===== config.mk =====
export PLATFORM = sky130hd
export DESIGN_NAME = tbc_top
export DESIGN_NICKNAME = d
export VERILOG_FILES = /design/src/inc/tbc_pkg.sv /design/src/inc/tbc_err_if.sv /design/src/design/tbc_top.sv /design/src/design/tbc_err_counter.sv
export VERILOG_INCLUDE_DIRS = /design/src /design/src/inc
export SDC_FILE = /design/constraint.sdc
export NUM_CORES = 1
export LEC_CHECK = 0
export ABC_CLOCK_PERIOD_IN_PS = 1500
export BUFFER_PORTS_ARGS = -buffer_cell sky130_fd_sc_hd__buf_2
export CAP_MARGIN = 20
export CORE_ASPECT_RATIO = 0.75
export CORE_MARGIN = 5
export CORE_UTILIZATION = 47
export DETAILED_ROUTE_END_ITERATION = 10
export GPL_TIMING_DRIVEN = 0
export PLACE_DENSITY = 0.79
export SLEW_MARGIN = 20
export SYNTH_ARGS = -nofsm -noshare
export SYNTH_HDL_FRONTEND = slang
export SYNTH_HIERARCHICAL = 1
export SYNTH_SLANG_ARGS = --single-unit

===== constraint.sdc =====
create_clock -name clk -period 1.5 [get_ports clk]
set_input_delay 0.075 -clock clk [delete_from_list [all_inputs] [get_ports clk]]
set_output_delay 0.075 -clock clk [all_outputs]
set_load 0.1 [all_outputs]

===== src/inc/tbc_map.svh =====
`ifndef TBC_MAP_SVH
`define TBC_MAP_SVH
`define TBC_LINE_CTRL_ADDR 5'h1a
`define TBC_SELFTEST_ADDR 5'h1b
`define TBC_LINE_CTRL_RESET 16'h0000
`define TBC_SELFTEST_RESET 16'h007d
`define TBC_LINE_CTRL_RW_MASK 16'h3e81
`define TBC_LOW_THR_BIT 13
`define TBC_SQUELCH_MSB 12
`define TBC_SQUELCH_LSB 9
`define TBC_LINK_PULSE_OFF_BIT 7
`define TBC_POLARITY_BIT 4
`define TBC_JABBER_OFF_BIT 0
`define TBC_LOCK_BIT 15
`define TBC_COUNT_MSB 15
`define TBC_COUNT_LSB 8
`define TBC_GAP_MSB 7
`define TBC_GAP_LSB 0
`define TBC_GAP_RESET 8'h7d
`define TBC_SQUELCH_BASE_MV 10'h0c8
`define TBC_SQUELCH_STEP_MV 10'h032
`define TBC_SQUELCH_MAX_CODE 4'h8
`endif


===== src/inc/tbc_pkg.sv =====
`include "tbc_map.svh"
package tbc_pkg;
  typedef logic [15:0] tbc_word_type;
  typedef logic [4:0] tbc_addr_type;
  typedef logic [9:0] tbc_mv_type;

  // Codes above the top step keep the highest threshold rather than wrap.
  function automatic tbc_mv_type tbc_squelch_mv(input logic [3:0] code);
    logic [3:0] c;
    c = (code > `TBC_SQUELCH_MAX_CODE) ? `TBC_SQUELCH_MAX_CODE : code;
    return `TBC_SQUELCH_BASE_MV + `TBC_SQUELCH_STEP_MV * {6'h00, c};
  endfunction
endpackage


===== src/inc/tbc_err_if.sv =====
`timescale 1ns/1ns
interface tbc_err_if #(
  parameter int CNT_W = 8
);
  logic byte_err;
  logic clear;
  logic saturate;
  logic [CNT_W-1:0] count;
  modport counter (
    input byte_err,
    input clear,
    input saturate,
    output count
  );
  modport owner (
    output byte_err,
    output clear,
    output saturate,
    input count
  );
endinterface


===== src/design/tbc_top.sv =====
// Summary of operation
// - Bit 13 selects reduced receive threshold.
// - Squelch code sets 200mV plus 50mV steps.
// - Bit 7 stops normal link pulse transmission.
// - Bit 4 mirrors the receive polarity flag.
// - Reading line control clears both polarity copies.
// - Bit 0 disables jabber, only at 10 Mbps.
// - Count bytes the PRBS checker finds errored.
// - Gap field sets gap in four-byte units.
`timescale 1ns/1ns
`include "tbc_map.svh"
module tbc_top
  import tbc_pkg::*;
#(
  parameter int CNT_W = 8
) (
  input wire logic clk,
  input wire logic rstn,
  input wire tbc_addr_type reg_addr,
  input wire tbc_word_type reg_wdata,
  input wire logic reg_wr,
  input wire logic reg_rd,
  output tbc_word_type reg_rdata,
  input wire logic rx_pol_inverted,
  input wire logic prbs_byte_error,
  input wire logic err_cnt_mode_wrap,
  input wire logic speed_10,
  output logic rx_low_threshold,
  output logic [3:0] squelch_code,
  output tbc_mv_type squelch_mv,
  output logic link_pulse_tx_off,
  output logic jabber_enable,
  output logic phy_summary_polarity,
  output logic [7:0] selftest_gap_length,
  output logic [9:0] selftest_gap_bytes
);
  logic jabber_off;
  logic pol_flag;
  logic [CNT_W-1:0] err_count_latched;
  tbc_word_type next_rdata;

  wire line_sel = reg_addr == `TBC_LINE_CTRL_ADDR;
  wire test_sel = reg_addr == `TBC_SELFTEST_ADDR;
  wire line_wr = reg_wr && line_sel;
  wire test_wr = reg_wr && test_sel;
  wire line_rd = reg_rd && line_sel;
  wire lock_wr = test_wr && reg_wdata[`TBC_LOCK_BIT];
  wire next_pol = rx_pol_inverted || (pol_flag && !line_rd);

  tbc_err_if #(.CNT_W(CNT_W)) err_bus ();

  assign err_bus.byte_err = prbs_byte_error;
  assign err_bus.clear = lock_wr;
  assign err_bus.saturate = !err_cnt_mode_wrap;

  tbc_err_counter #(.CNT_W(CNT_W)) u_err_counter (
    .clk(clk),
    .rstn(rstn),
    .err(err_bus)
  );

  wire tbc_word_type line_word = {
    2'h0,
    rx_low_threshold,
    squelch_code,
    1'b0,
    link_pulse_tx_off,
    2'h0,
    pol_flag,
    3'h0,
    jabber_off
  };

  wire tbc_word_type test_word = {err_count_latched, selftest_gap_length};

  assign next_rdata = line_sel ? line_word :
                      test_sel ? test_word : 16'h0000;

  // Control fields of the line register.
  always_ff @(posedge clk or negedge rstn) begin
    if (!rstn) begin
      rx_low_threshold <= 1'(`TBC_LINE_CTRL_RESET >> `TBC_LOW_THR_BIT);
      squelch_code <= 4'h0;
      squelch_mv <= `TBC_SQUELCH_BASE_MV;
      link_pulse_tx_off <= 1'b0;
      jabber_off <= 1'b0;
    end else if (line_wr) begin
      rx_low_threshold <= reg_wdata[`TBC_LOW_THR_BIT];
      squelch_code <= reg_wdata[`TBC_SQUELCH_MSB:`TBC_SQUELCH_LSB];
      squelch_mv <= tbc_squelch_mv(reg_wdata[`TBC_SQUELCH_MSB:`TBC_SQUELCH_LSB]);
      link_pulse_tx_off <= reg_wdata[`TBC_LINK_PULSE_OFF_BIT];
      jabber_off <= reg_wdata[`TBC_JABBER_OFF_BIT];
    end
  end

  // Jabber only exists on the 10 Mbps path; at 100 Mbps the output stays low.
  always_ff @(posedge clk or negedge rstn) begin
    if (!rstn) begin
      jabber_enable <= 1'b0;
    end else begin
      jabber_enable <= speed_10 && !jabber_off;
    end
  end

  // One flag serves both views, so the status copy can never disagree with bit 4.
  always_ff @(posedge clk or negedge rstn) begin
    if (!rstn) begin
      pol_flag <= 1'b0;
    end else begin
      pol_flag <= next_pol;
    end
  end

  assign phy_summary_polarity = pol_flag;

  always_ff @(posedge clk or negedge rstn) begin
    if (!rstn) begin
      selftest_gap_length <= `TBC_GAP_RESET;
      err_count_latched <= '0;
    end else if (test_wr) begin
      selftest_gap_length <= reg_wdata[`TBC_GAP_MSB:`TBC_GAP_LSB];
      if (lock_wr) begin
        err_count_latched <= err_bus.count;
      end
    end
  end

  assign selftest_gap_bytes = {selftest_gap_length, 2'b00};

  // Read data is captured before the read's clearing effect lands.
  always_ff @(posedge clk or negedge rstn) begin
    if (!rstn) begin
      reg_rdata <= 16'h0000;
    end else if (reg_rd) begin
      reg_rdata <= next_rdata;
    end
  end
endmodule


===== src/design/tbc_err_counter.sv =====
`timescale 1ns/1ns
module tbc_err_counter #(
  parameter int CNT_W = 8
) (
  input wire logic clk,
  input wire logic rstn,
  tbc_err_if.counter err
);
  logic [CNT_W-1:0] count;
  logic [CNT_W-1:0] next_count;
  wire full = &count;
  wire hold = full && err.saturate;

  // A byte error in the clearing cycle is counted, so the count restarts at one.
  assign next_count = err.clear ? CNT_W'(err.byte_err) :
                      (err.byte_err && !hold) ? count + CNT_W'(1) : count;

  always_ff @(posedge clk or negedge rstn) begin
    if (!rstn) begin
      count <= '0;
    end else begin
      count <= next_count;
    end
  end

  assign err.count = count;
endmodule


==> metrics.txt, run 1 <==
status finished with violations; failing checks negative setup slack; Worst-Skew Late Latency 0.35 ns; Req. time, crit path ~1.7 ns; CTS tree yes; initial core utilization 0.487; CP arrival 1.74 ns; Seq pwr share 0.341; Area Overhead vs Synth 37.0%; final hold violations 0; synthesized flop and latch total 58; most frequent cells in the layout 66 x buf_2, 49 x dfrtp_1, 26 x mux2_2; skew final 0.00719 ns; nets between 300 and 400; Finished Layout Cells ~440; Clk pwr share 0.264; R2R setup slack roughly 0.08 ns; vias per cell ~5; layout cells sized above 1 0.467; pin count of the biggest net entering global routing 59; vias post-DR 2267; Worst-Margin Slew 0.727 ns; commonest non-fill, non-tap cell in the layout buf_2; first-pass GRT wire length about 12000 um; Final Util 0.667; Final Cycle Share 1.01; First-pass DRT Iterations 4; gp weighted congestion 0.865; dominant synthesized flop cell dfrtp_1; Placed Cells incl. Taps 407; global-route total usage across every layer 0.194; Core Box Area 5830 um2; cell area after layout just under 4000 um2; min Tclk post-route 1.51 ns; synthesized area 2840 um2; clk buf depth 2; vias in the first global route between 2000 and 2500; Synth cell types 45; Max VDD drop roughly 0.00077 V; post-route ant nets 0; DRC viols 0; Placement Setup Slack -0.486 ns; CP Launch Type input port; Power Density between 1500 and 2000 nW/um2; FFs w/ async S/R, synth 1.00; Die Y 77.3 um; Sw Share 0.447; Die Area 7700 um2; sequential area share after synthesis 0.516; CTS buffer count 9; internal power 3.43 mW; post-DP HPWL 4800 um; switching power total 2.78 mW; Root Buffer clkbuf_8; antenna cells 0; FILL cells 434; H-Tree Depth 3; number of enable flip-flop cells after synthesis 0; largest area contributor in the netlist dfrtp_1; DRT iter0 DRCs 96; I/O pins 81; fmax 663 MHz; worst hold stages 2; CP endpoint kind flop; post-synth top area share 0.432; Setup CP Type input port to flop; PortBufs 74; RSZ-0062 raised after global routing true; class of the worst hold path input port to flop; Max-slew headroom 0.515; Clock Sinks 58; top post-synthesis cells by area dfrtp_1 43%, mux2_2 10%, dfstp_2 8.3%; logic gate share of total power 0.395; DR WL/cell 16.3 um; DRT Wirelength 7220 um; final slew viol count 0; GRT Residual Overflow 0; Rows 24; overall power 6.21 mW; worst setup margin -0.00859 ns; syn_area_per_cell 11.2 um2; R2R depth 4; CP Max Fanout 3; static leakage between 1.5 and 2 nW; dpl cell area 3350 um2; cell count after synthesis 253; final setup violation count 1; Max-Cap Viols 0; Worst-path clk slew roughly 0.070 ns; initial antenna violation count 0; Ys Warns 6; Die Wd 99.7 um
==> cells in the mapped netlist, drive strengths merged, types with 2 or more instances <==
cell / count
a21oi: 10
a22oi: 8
and4: 2
buf: 17
clkbuf: 4
dfrtp: 49
dfstp: 9
ha: 9
inv: 23
mux2: 28
nand2: 14
nand2b: 5
nand3: 6
nand4b: 3
nand4bb: 2
nor2: 13
nor2b: 7
nor3: 3
o21ai: 19
xor2: 3
==> kinds of logic (layout without fill, tap and decap cells) <==
logic type	count (synthesis)	in the layout	share of synthesized area
AOI/OAI and AO/OA	45	45	0.0949
buffers and inverters	44	153	0.0790
xor gates and xnor gates	4	4	0.0124
muxes	29	29	0.115
other	1	3	0.00132
adders and majority gates	10	10	0.0468
DFF	58	58	0.516
and+or+nand+nor	62	62	0.135
==> state kept, by name, summed over array words and instances, names as in the netlist <==
register / cells
jabber_enable: 1
phy_summary_polarity: 1
squelch_code: 4
err_count_latched: 8
reg_rdata: 16
u_err_counter/err.count: 8
link_pulse_tx_off: 1
rx_low_threshold: 1
squelch_mv: 9
jabber_off: 1
selftest_gap_length: 8
==> repair_timing <==
action,4_1_cts,5_1_grt
endpoints found under the setup margin,10,8
endpoints found under the hold margin,65,0
pin swaps,3,8
resized for setup,13,10
hold buffers,15,0
setup buffers,4,1
==> worst paths after layout <==
check / startpoint / endpoint
hold reg to reg: jabber_off / jabber_enable
min in group asynchronous: rstn / jabber_enable
setup / recovery: reg_wdata[9] / squelch_mv[9]
setup reg to reg: u_err_counter/err.count[0] / u_err_counter/err.count[7]
max in group asynchronous: rstn / reg_rdata[13]
hold / removal: reg_wdata[12] / squelch_code[3]
==> critical path, cell delays in order <==
cell and delay (ns):
buf_6 0.10, nor2b_4 0.14, ha_4 0.27, ha_4 0.14, inv_2 0.04, fa_2 0.38, xor2_2 0.18, and3_4 0.22
nand4bb_1 0.12, nand3_1 0.08
==> per-stage QoR <==
| step | hold slack, ns | setup TNS (ns) |
|---|---|---|
| finish | 0.0405 | -0.00859 |
| global route | 0.0277 | -0.0466 |
| CTS | 0.0402 | -0.0171 |
| detailed placement | 0.185 | -2.39 |
| global placement | 0.273 | -2.13 |
| floorplan | -0.221 | -0.544 |
==> final cells by class <==
class | count | area, um2 | area share
buffer | 20 | 130 | 0.0335
tap | 78 | 97.6 | 0.0251
clock buffer | 9 | 124 | 0.0319
clock inverter | 7 | 101 | 0.0261
inverter | 23 | 86.3 | 0.0222
sequential | 58 | 1460 | 0.377
timing repair buffer | 94 | 594 | 0.153
multi-input combinational | 153 | 1290 | 0.332
==> power groups by stage <==
stage               registers [mW]  logic [mW]  clock network [mW]
global placement              2.12        2.25                   0
floorplan                     3.12       0.891                   0
global route                  2.16        2.57                1.75
finish                        2.12        2.45                1.64
CTS                           2.11        2.42                1.67
detailed placement            2.15        2.28                   0
==> per-layer routing <==
layer  track usage  wire [um]  vias to the layer above
met5             0          0                        -
met3        0.0644        623                       12
met4        0.0668        108                        0
met1         0.253       3140                     1103
met2         0.303       3350                       78
li1              -          -                     1074
Note: power is estimated with default switching activity, not from simulation.
==> inputs of run 2 (changes only) <==
--- a/config.mk
+++ b/config.mk
@@ -15,6 +15,7 @@
 export DETAILED_ROUTE_END_ITERATION = 10
 export GPL_TIMING_DRIVEN = 0
 export PLACE_DENSITY = 0.79
+export SETUP_SLACK_MARGIN = 0.02
 export SLEW_MARGIN = 20
 export SYNTH_ARGS = -nofsm -noshare
 export SYNTH_HDL_FRONTEND = slang
==> metrics.txt, run 2 (synthesis gave the netlist of run 1 again) <==
status finished with violations (unchanged); failing checks negative setup slack (unchanged); Core Box Area 5830 um2 (unchanged); Worst-Margin Slew 0.722 ns (was 0.727 ns); CP endpoint kind flop (unchanged); min Tclk post-route 1.52 ns (was 1.51 ns); final slew viol count 0 (unchanged); Most common cell on crit path ha_4 (unchanged); Rows 24 (unchanged); worst setup margin -0.0167 ns (was -0.00859 ns); Critical-path top delay cell fa_2 (unchanged); commonest non-fill, non-tap cell in the layout buf_2 (unchanged); post-route ant nets 0 (unchanged); Max-slew headroom 0.519 (was 0.515); class of the worst hold path input port to flop (unchanged); DRT iter0 DRCs 169 (was 96); Die Y 77.3 um (unchanged); final setup violation count 2 (was 1); Die Wd 99.7 um (unchanged); Critical R2R Capture u_err_counter/err.count[7] (unchanged); gp weighted congestion 0.831 (was 0.865); fmax 659 MHz (was 663 MHz); initial core utilization 0.487 (unchanged); DRT Wirelength 7420 um (was 7220 um); DRC viols 0 (unchanged); CTS tree yes (unchanged); clk buf depth 2 (unchanged); DR WL/cell 16.7 um (was 16.3 um); pin count of the biggest net entering global routing 59 (unchanged); CP startpoint reg_wdata[12] (was reg_wdata[9]); CP Launch Type input port (unchanged); H-Tree Depth 3 (unchanged); cell area after layout 3940 um2 (was 3880 um2); Root Buffer clkbuf_8 (unchanged); RR Startpoint u_err_counter/err.count[0] (unchanged); skew final 0.00621 ns (was 0.00719 ns); Min-Delay Endpoint squelch_code[2] (was squelch_code[3]); nets 401 (was 398); Placement Setup Slack -0.504 ns (was -0.486 ns); GRT Residual Overflow 0 (unchanged); largest reg by FF count reg_rdata (unchanged); Max-Cap Viols 0 (unchanged); CP arrival 1.73 ns (was 1.74 ns); layout cells sized above 1 0.482 (was 0.467); CP Cell Sequence buf_12 -> nor2b_4 -> ha_4 -> ha_4 -> inv_2 -> fa_2 -> and3_4 -> o221ai_2 -> nand3_1 (was buf_6 -> nor2b_4 -> ha_4 -> ha_4 -> inv_2 -> fa_2 -> xor2_2 -> and3_4 -> nand4bb_1 -> nand3_1); R2R depth 5 (was 4); antenna cells 0 (unchanged); max reg flops 16 (unchanged); most frequent cells in the layout 66 x buf_2, 47 x dfrtp_1, 27 x buf_4 (was 66 x buf_2, 49 x dfrtp_1, 26 x mux2_2); Area Overhead vs Synth 38.9% (was 37.0%); Worst-path clk slew 0.07 ns (about the same); vias post-DR 2327 (was 2267); CTS buffer count 9 (unchanged); post-DP HPWL 4760 um (was 4800 um); Power Density 1580 nW/um2 (was 1600 nW/um2); Max VDD drop 0.000867 V (was 0.000772 V); static leakage 1.91 nW (was 1.88 nW); Setup CP Type input port to flop (unchanged); Final Cycle Share 1.01 (about the same); FILL cells 427 (was 434); vias in the first global route 2326 (was 2359); Die Area 7700 um2 (unchanged); final hold violations 0 (unchanged); worst min-delay path startpoint reg_wdata[11] (was reg_wdata[12]); peak per-stage delay on the critical path 0.46 ns (was 0.38 ns); First-pass DRT Iterations 4 (unchanged); dpl cell area 3370 um2 (was 3350 um2); I/O pins 81 (unchanged); Worst-Skew Late Latency 0.33 ns (was 0.35 ns); Clock Sinks 58 (unchanged); vias per cell 5.23 (was 5.13); global-route total usage across every layer 0.194 (about the same); R2R setup slack 0.02 ns (was 0.08 ns); RSZ-0062 raised after global routing true (unchanged); CP Max Fanout 7 (was 3); worst hold stages 2 (unchanged); Regs by FF count reg_rdata x16, squelch_mv x9 (unchanged); PortBufs 74 (unchanged); Req. time, crit path 1.71 ns (was 1.73 ns); first-pass GRT wire length 11800 um (about the same); initial antenna violation count 0 (unchanged)
[run 2: timing repair]
item,4_1_cts,5_1_grt
endpoints found under the hold margin,64,0
hold buffers,14,0
setup endpoints to repair,12,9
buffers inserted,6,2
pin swaps,8,4
resized for setup,20,10
[run 2: report_power, final]
group          internal [mW]  switching, mW  total, mW
sequential              1.87          0.238       2.11
clock                  0.948          0.679       1.63
combinational          0.621           1.86       2.49
total                   3.44           2.78       6.23
[run 2: routing by layer]
metal | global-route usage | vias to the layer above | part of all wire
li1 | - | 1088 | -
met1 | 0.262 | 1132 | 0.43
met2 | 0.297 | 93 | 0.48
met3 | 0.0598 | 14 | 0.073
met4 | 0.0614 | 0 | 0.014
met5 | 0 | - | 0
[run 2: worst max-delay path by stage]
stage	slack, ns	cells past startpoint	to
6_report	-0.02	9	squelch_mv[9]
5_1_grt	-0.06	10	squelch_mv[9]
4_1_cts	0.01	5	u_err_counter/err.count[7]
3_5_place_dp	-0.50	8	squelch_mv[8]
3_3_place_gp	-0.47	8	squelch_mv[8]
2_1_floorplan	-0.22	8	squelch_mv[9]
[run 2: through the flow]
stage                     power, mW  cells  hold slack, ns  TNS [ns]  utilization
after floorplan                4.03    255          -0.221    -0.544            -
after global placement         4.39    407           0.272     -2.18        0.578
after detailed placement       4.45    407           0.179     -2.35        0.578
after CTS                      6.20    443          0.0172         0        0.663
after global routing           6.49    445          0.0107    -0.156        0.676
final                          6.23    445          0.0355   -0.0297        0.676
[run 2: layout make-up]
class,count,area (um2),share of cell area
buffer,21,141,0.0359
tap,78,97.6,0.0248
clock inverter,7,103,0.0261
multi-input combinational,153,1300,0.330
clock buffer,9,124,0.0315
sequential,58,1470,0.372
timing repair buffer,96,623,0.158
inverter,23,86.3,0.0219
[run 2: critical path, delay by kind of cell]
kind | cells | cell delay, ns
AOI/OAI and AO/OA | 1 | 0.15
adders and majority gates | 3 | 0.86
buffers and inverters | 2 | 0.17
and+or+nand+nor | 3 | 0.47
==> inputs of run 3 (changes only) <==
--- a/config.mk
+++ b/config.mk
@@ -15,7 +15,7 @@
 export DETAILED_ROUTE_END_ITERATION = 10
 export GPL_TIMING_DRIVEN = 0
 export PLACE_DENSITY = 0.79
-export SETUP_SLACK_MARGIN = 0.02
+export SETUP_SLACK_MARGIN = 0.4
 export SLEW_MARGIN = 20
 export SYNTH_ARGS = -nofsm -noshare
 export SYNTH_HDL_FRONTEND = slang
==> constraint.sdc (replaced) <==
create_clock -name clk -period 1.5 [get_ports clk]
set_input_delay 0.075 -clock clk [delete_from_list [all_inputs] [get_ports clk]]
set_output_delay 0.075 -clock clk [all_outputs]
set_load 0.005 [all_outputs]
==> metrics.txt, run 3 (synthesis gave the netlist of run 1 again) <==
final setup violation count 1 (was 2); CP Cell Sequence buf_6 -> nor2b_4 -> ha_4 -> ha_4 -> inv_2 -> fa_2 -> xor2_2 -> and3_4 -> nand4bb_1 -> nand3_1 (was buf_12 -> nor2b_4 -> ha_4 -> ha_4 -> inv_2 -> fa_2 -> and3_4 -> o221ai_2 -> nand3_1); gp weighted congestion 0.835 (was 0.831); Power Density 1220 nW/um2 (was 1580 nW/um2); met2 wire len 3500 um (was 3570 um); final slew viol count 0 (unchanged); failing checks negative setup slack (unchanged); CP Launch Type input port (unchanged); layout cells sized above 1 0.521 (was 0.482); initial core utilization 0.487 (unchanged); Max-slew headroom 0.519 (about the same); Die Y 77.3 um (unchanged); worst hold slack 0.0209 ns (was 0.0355 ns); I/O pins 81 (unchanged); Req. time, crit path 1.72 ns (was 1.71 ns); Critical-path top delay cell fa_2 (unchanged); met3 wire len 517 um (was 542 um); FILL cells 376 (was 427); skew final 0.00745 ns (was 0.00621 ns); length of routed wiring on met1 3340 um (was 3200 um); PortBufs 74 (unchanged); DRT iter0 DRCs 74 (was 169); Die Wd 99.7 um (unchanged); Root Buffer clkbuf_8 (unchanged); clk buf depth 2 (unchanged); Max-Cap Viols 0 (unchanged); Worst-path clk slew 0.07 ns (about the same); pin count of the biggest net entering global routing 59 (unchanged); class of the worst hold path input port to flop (unchanged); fmax 655 MHz (was 659 MHz); Area Overhead vs Synth 48.4% (was 38.9%); top sig layer met4 (unchanged); post-DP HPWL 4780 um (was 4760 um); Most common cell on crit path ha_4 (unchanged); overall power 5.14 mW (was 6.23 mW); Core Box Area 5830 um2 (unchanged); CTS tree yes (unchanged); Placement Setup Slack -0.516 ns (was -0.504 ns); First-pass DRT Iterations 4 (unchanged); Worst-Skew Late Latency 0.34 ns (was 0.33 ns); post-route ant nets 0 (unchanged); DRT Wirelength 7430 um (was 7420 um); CP delay by family, top adder cells (unchanged); final hold violations 0 (unchanged); Die Area 7700 um2 (unchanged); global-route total usage across every layer 0.195 (was 0.194); DR WL/cell 16.3 um (was 16.7 um); most frequent cells in the layout 60 x buf_2, 47 x dfrtp_1, 27 x buf_6 (was 66 x buf_2, 47 x dfrtp_1, 27 x buf_4); static leakage 2.00 nW (was 1.91 nW); largest reg by FF count reg_rdata (unchanged); min Tclk post-route 1.53 ns (was 1.52 ns); Setup CP Type input port to flop (unchanged); vias per cell 5.08 (was 5.23); Worst-Margin Slew 0.722 ns (about the same); H-Tree Depth 3 (unchanged); CP arrival 1.75 ns (was 1.73 ns); peak per-stage delay on the critical path 0.36 ns (was 0.46 ns); worst setup margin -0.0269 ns (was -0.0167 ns); RSZ-0062 raised after global routing true (unchanged); Clock Sinks 58 (unchanged); vias post-DR 2318 (was 2327); max reg flops 16 (unchanged); vias in the first global route 2473 (was 2326); setup TNS -0.0269 ns (was -0.0297 ns); DRC viols 0 (unchanged); Rows 24 (unchanged); GRT Residual Overflow 0 (unchanged); Buf/Inv on CP 2 (unchanged); status finished with violations (unchanged); first-pass GRT wire length 12100 um (was 11800 um); CTS buffer count 9 (unchanged); Regs by FF count reg_rdata x16, squelch_mv x9 (unchanged); CP Max Fanout 3 (was 7); Max VDD drop 0.000663 V (was 0.000867 V); antenna cells 0 (unchanged); nets 412 (was 401); Final Cycle Share 1.02 (was 1.01); CP endpoint kind flop (unchanged); commonest non-fill, non-tap cell in the layout buf_2 (unchanged); initial antenna violation count 0 (unchanged)
## run 3: cell type report
type	count	area, um2	area share
inverter	23	86.3	0.0205
tap	78	97.6	0.0232
clock buffer	9	124	0.0294
timing repair buffer	107	776	0.184
clock inverter	7	103	0.0244
multi-input combinational	153	1380	0.329
sequential	58	1470	0.348
buffer	21	173	0.0410
## run 3: final timing paths
path                                             from                          to  slack [ns]  cells after the start
max in group asynchronous                        rstn  u_err_counter/err.count[1]        0.63                      2
max                                     reg_wdata[10]               squelch_mv[9]       -0.03                     10
min reg2reg                                jabber_off               jabber_enable        0.47                      1
max reg2reg                u_err_counter/err.count[0]  u_err_counter/err.count[7]        0.03                      5
min                                     reg_wdata[11]             squelch_code[2]        0.02                      2
min in group asynchronous                        rstn               squelch_mv[8]        0.34                      2
## run 3: power breakdown
| part | internal, mW | total, mW | switching, mW |
|---|---|---|---|
| registers | 1.88 | 2.13 | 0.255 |
| logic | 0.815 | 1.38 | 0.560 |
| clock network | 0.948 | 1.63 | 0.684 |
| total | 3.64 | 5.14 | 1.50 |
## run 3: stage by stage
stage                      util  area (um2)  std cells
after CTS                 0.700        4080        452
after detailed placement  0.586        3410        407
after global routing      0.722        4210        456
final                     0.722        4210        456
after global placement    0.585        3410        407
after floorplan               -        2940        255
## run 3: timing repair
action                                 CTS  global route
endpoints found under the hold margin   65             0
resized for setup                       35            18
buffers inserted                        14             4
hold buffers                            15             0
setup endpoints to repair               20            34
pin swaps                               15             9
## run 3: routing by layer
metal / track usage / vias to the layer above
li1: - / 1103
met1: 0.246 / 1119
met2: 0.318 / 83
met3: 0.0671 / 13
met4: 0.0573 / 0
met5: 0 / -
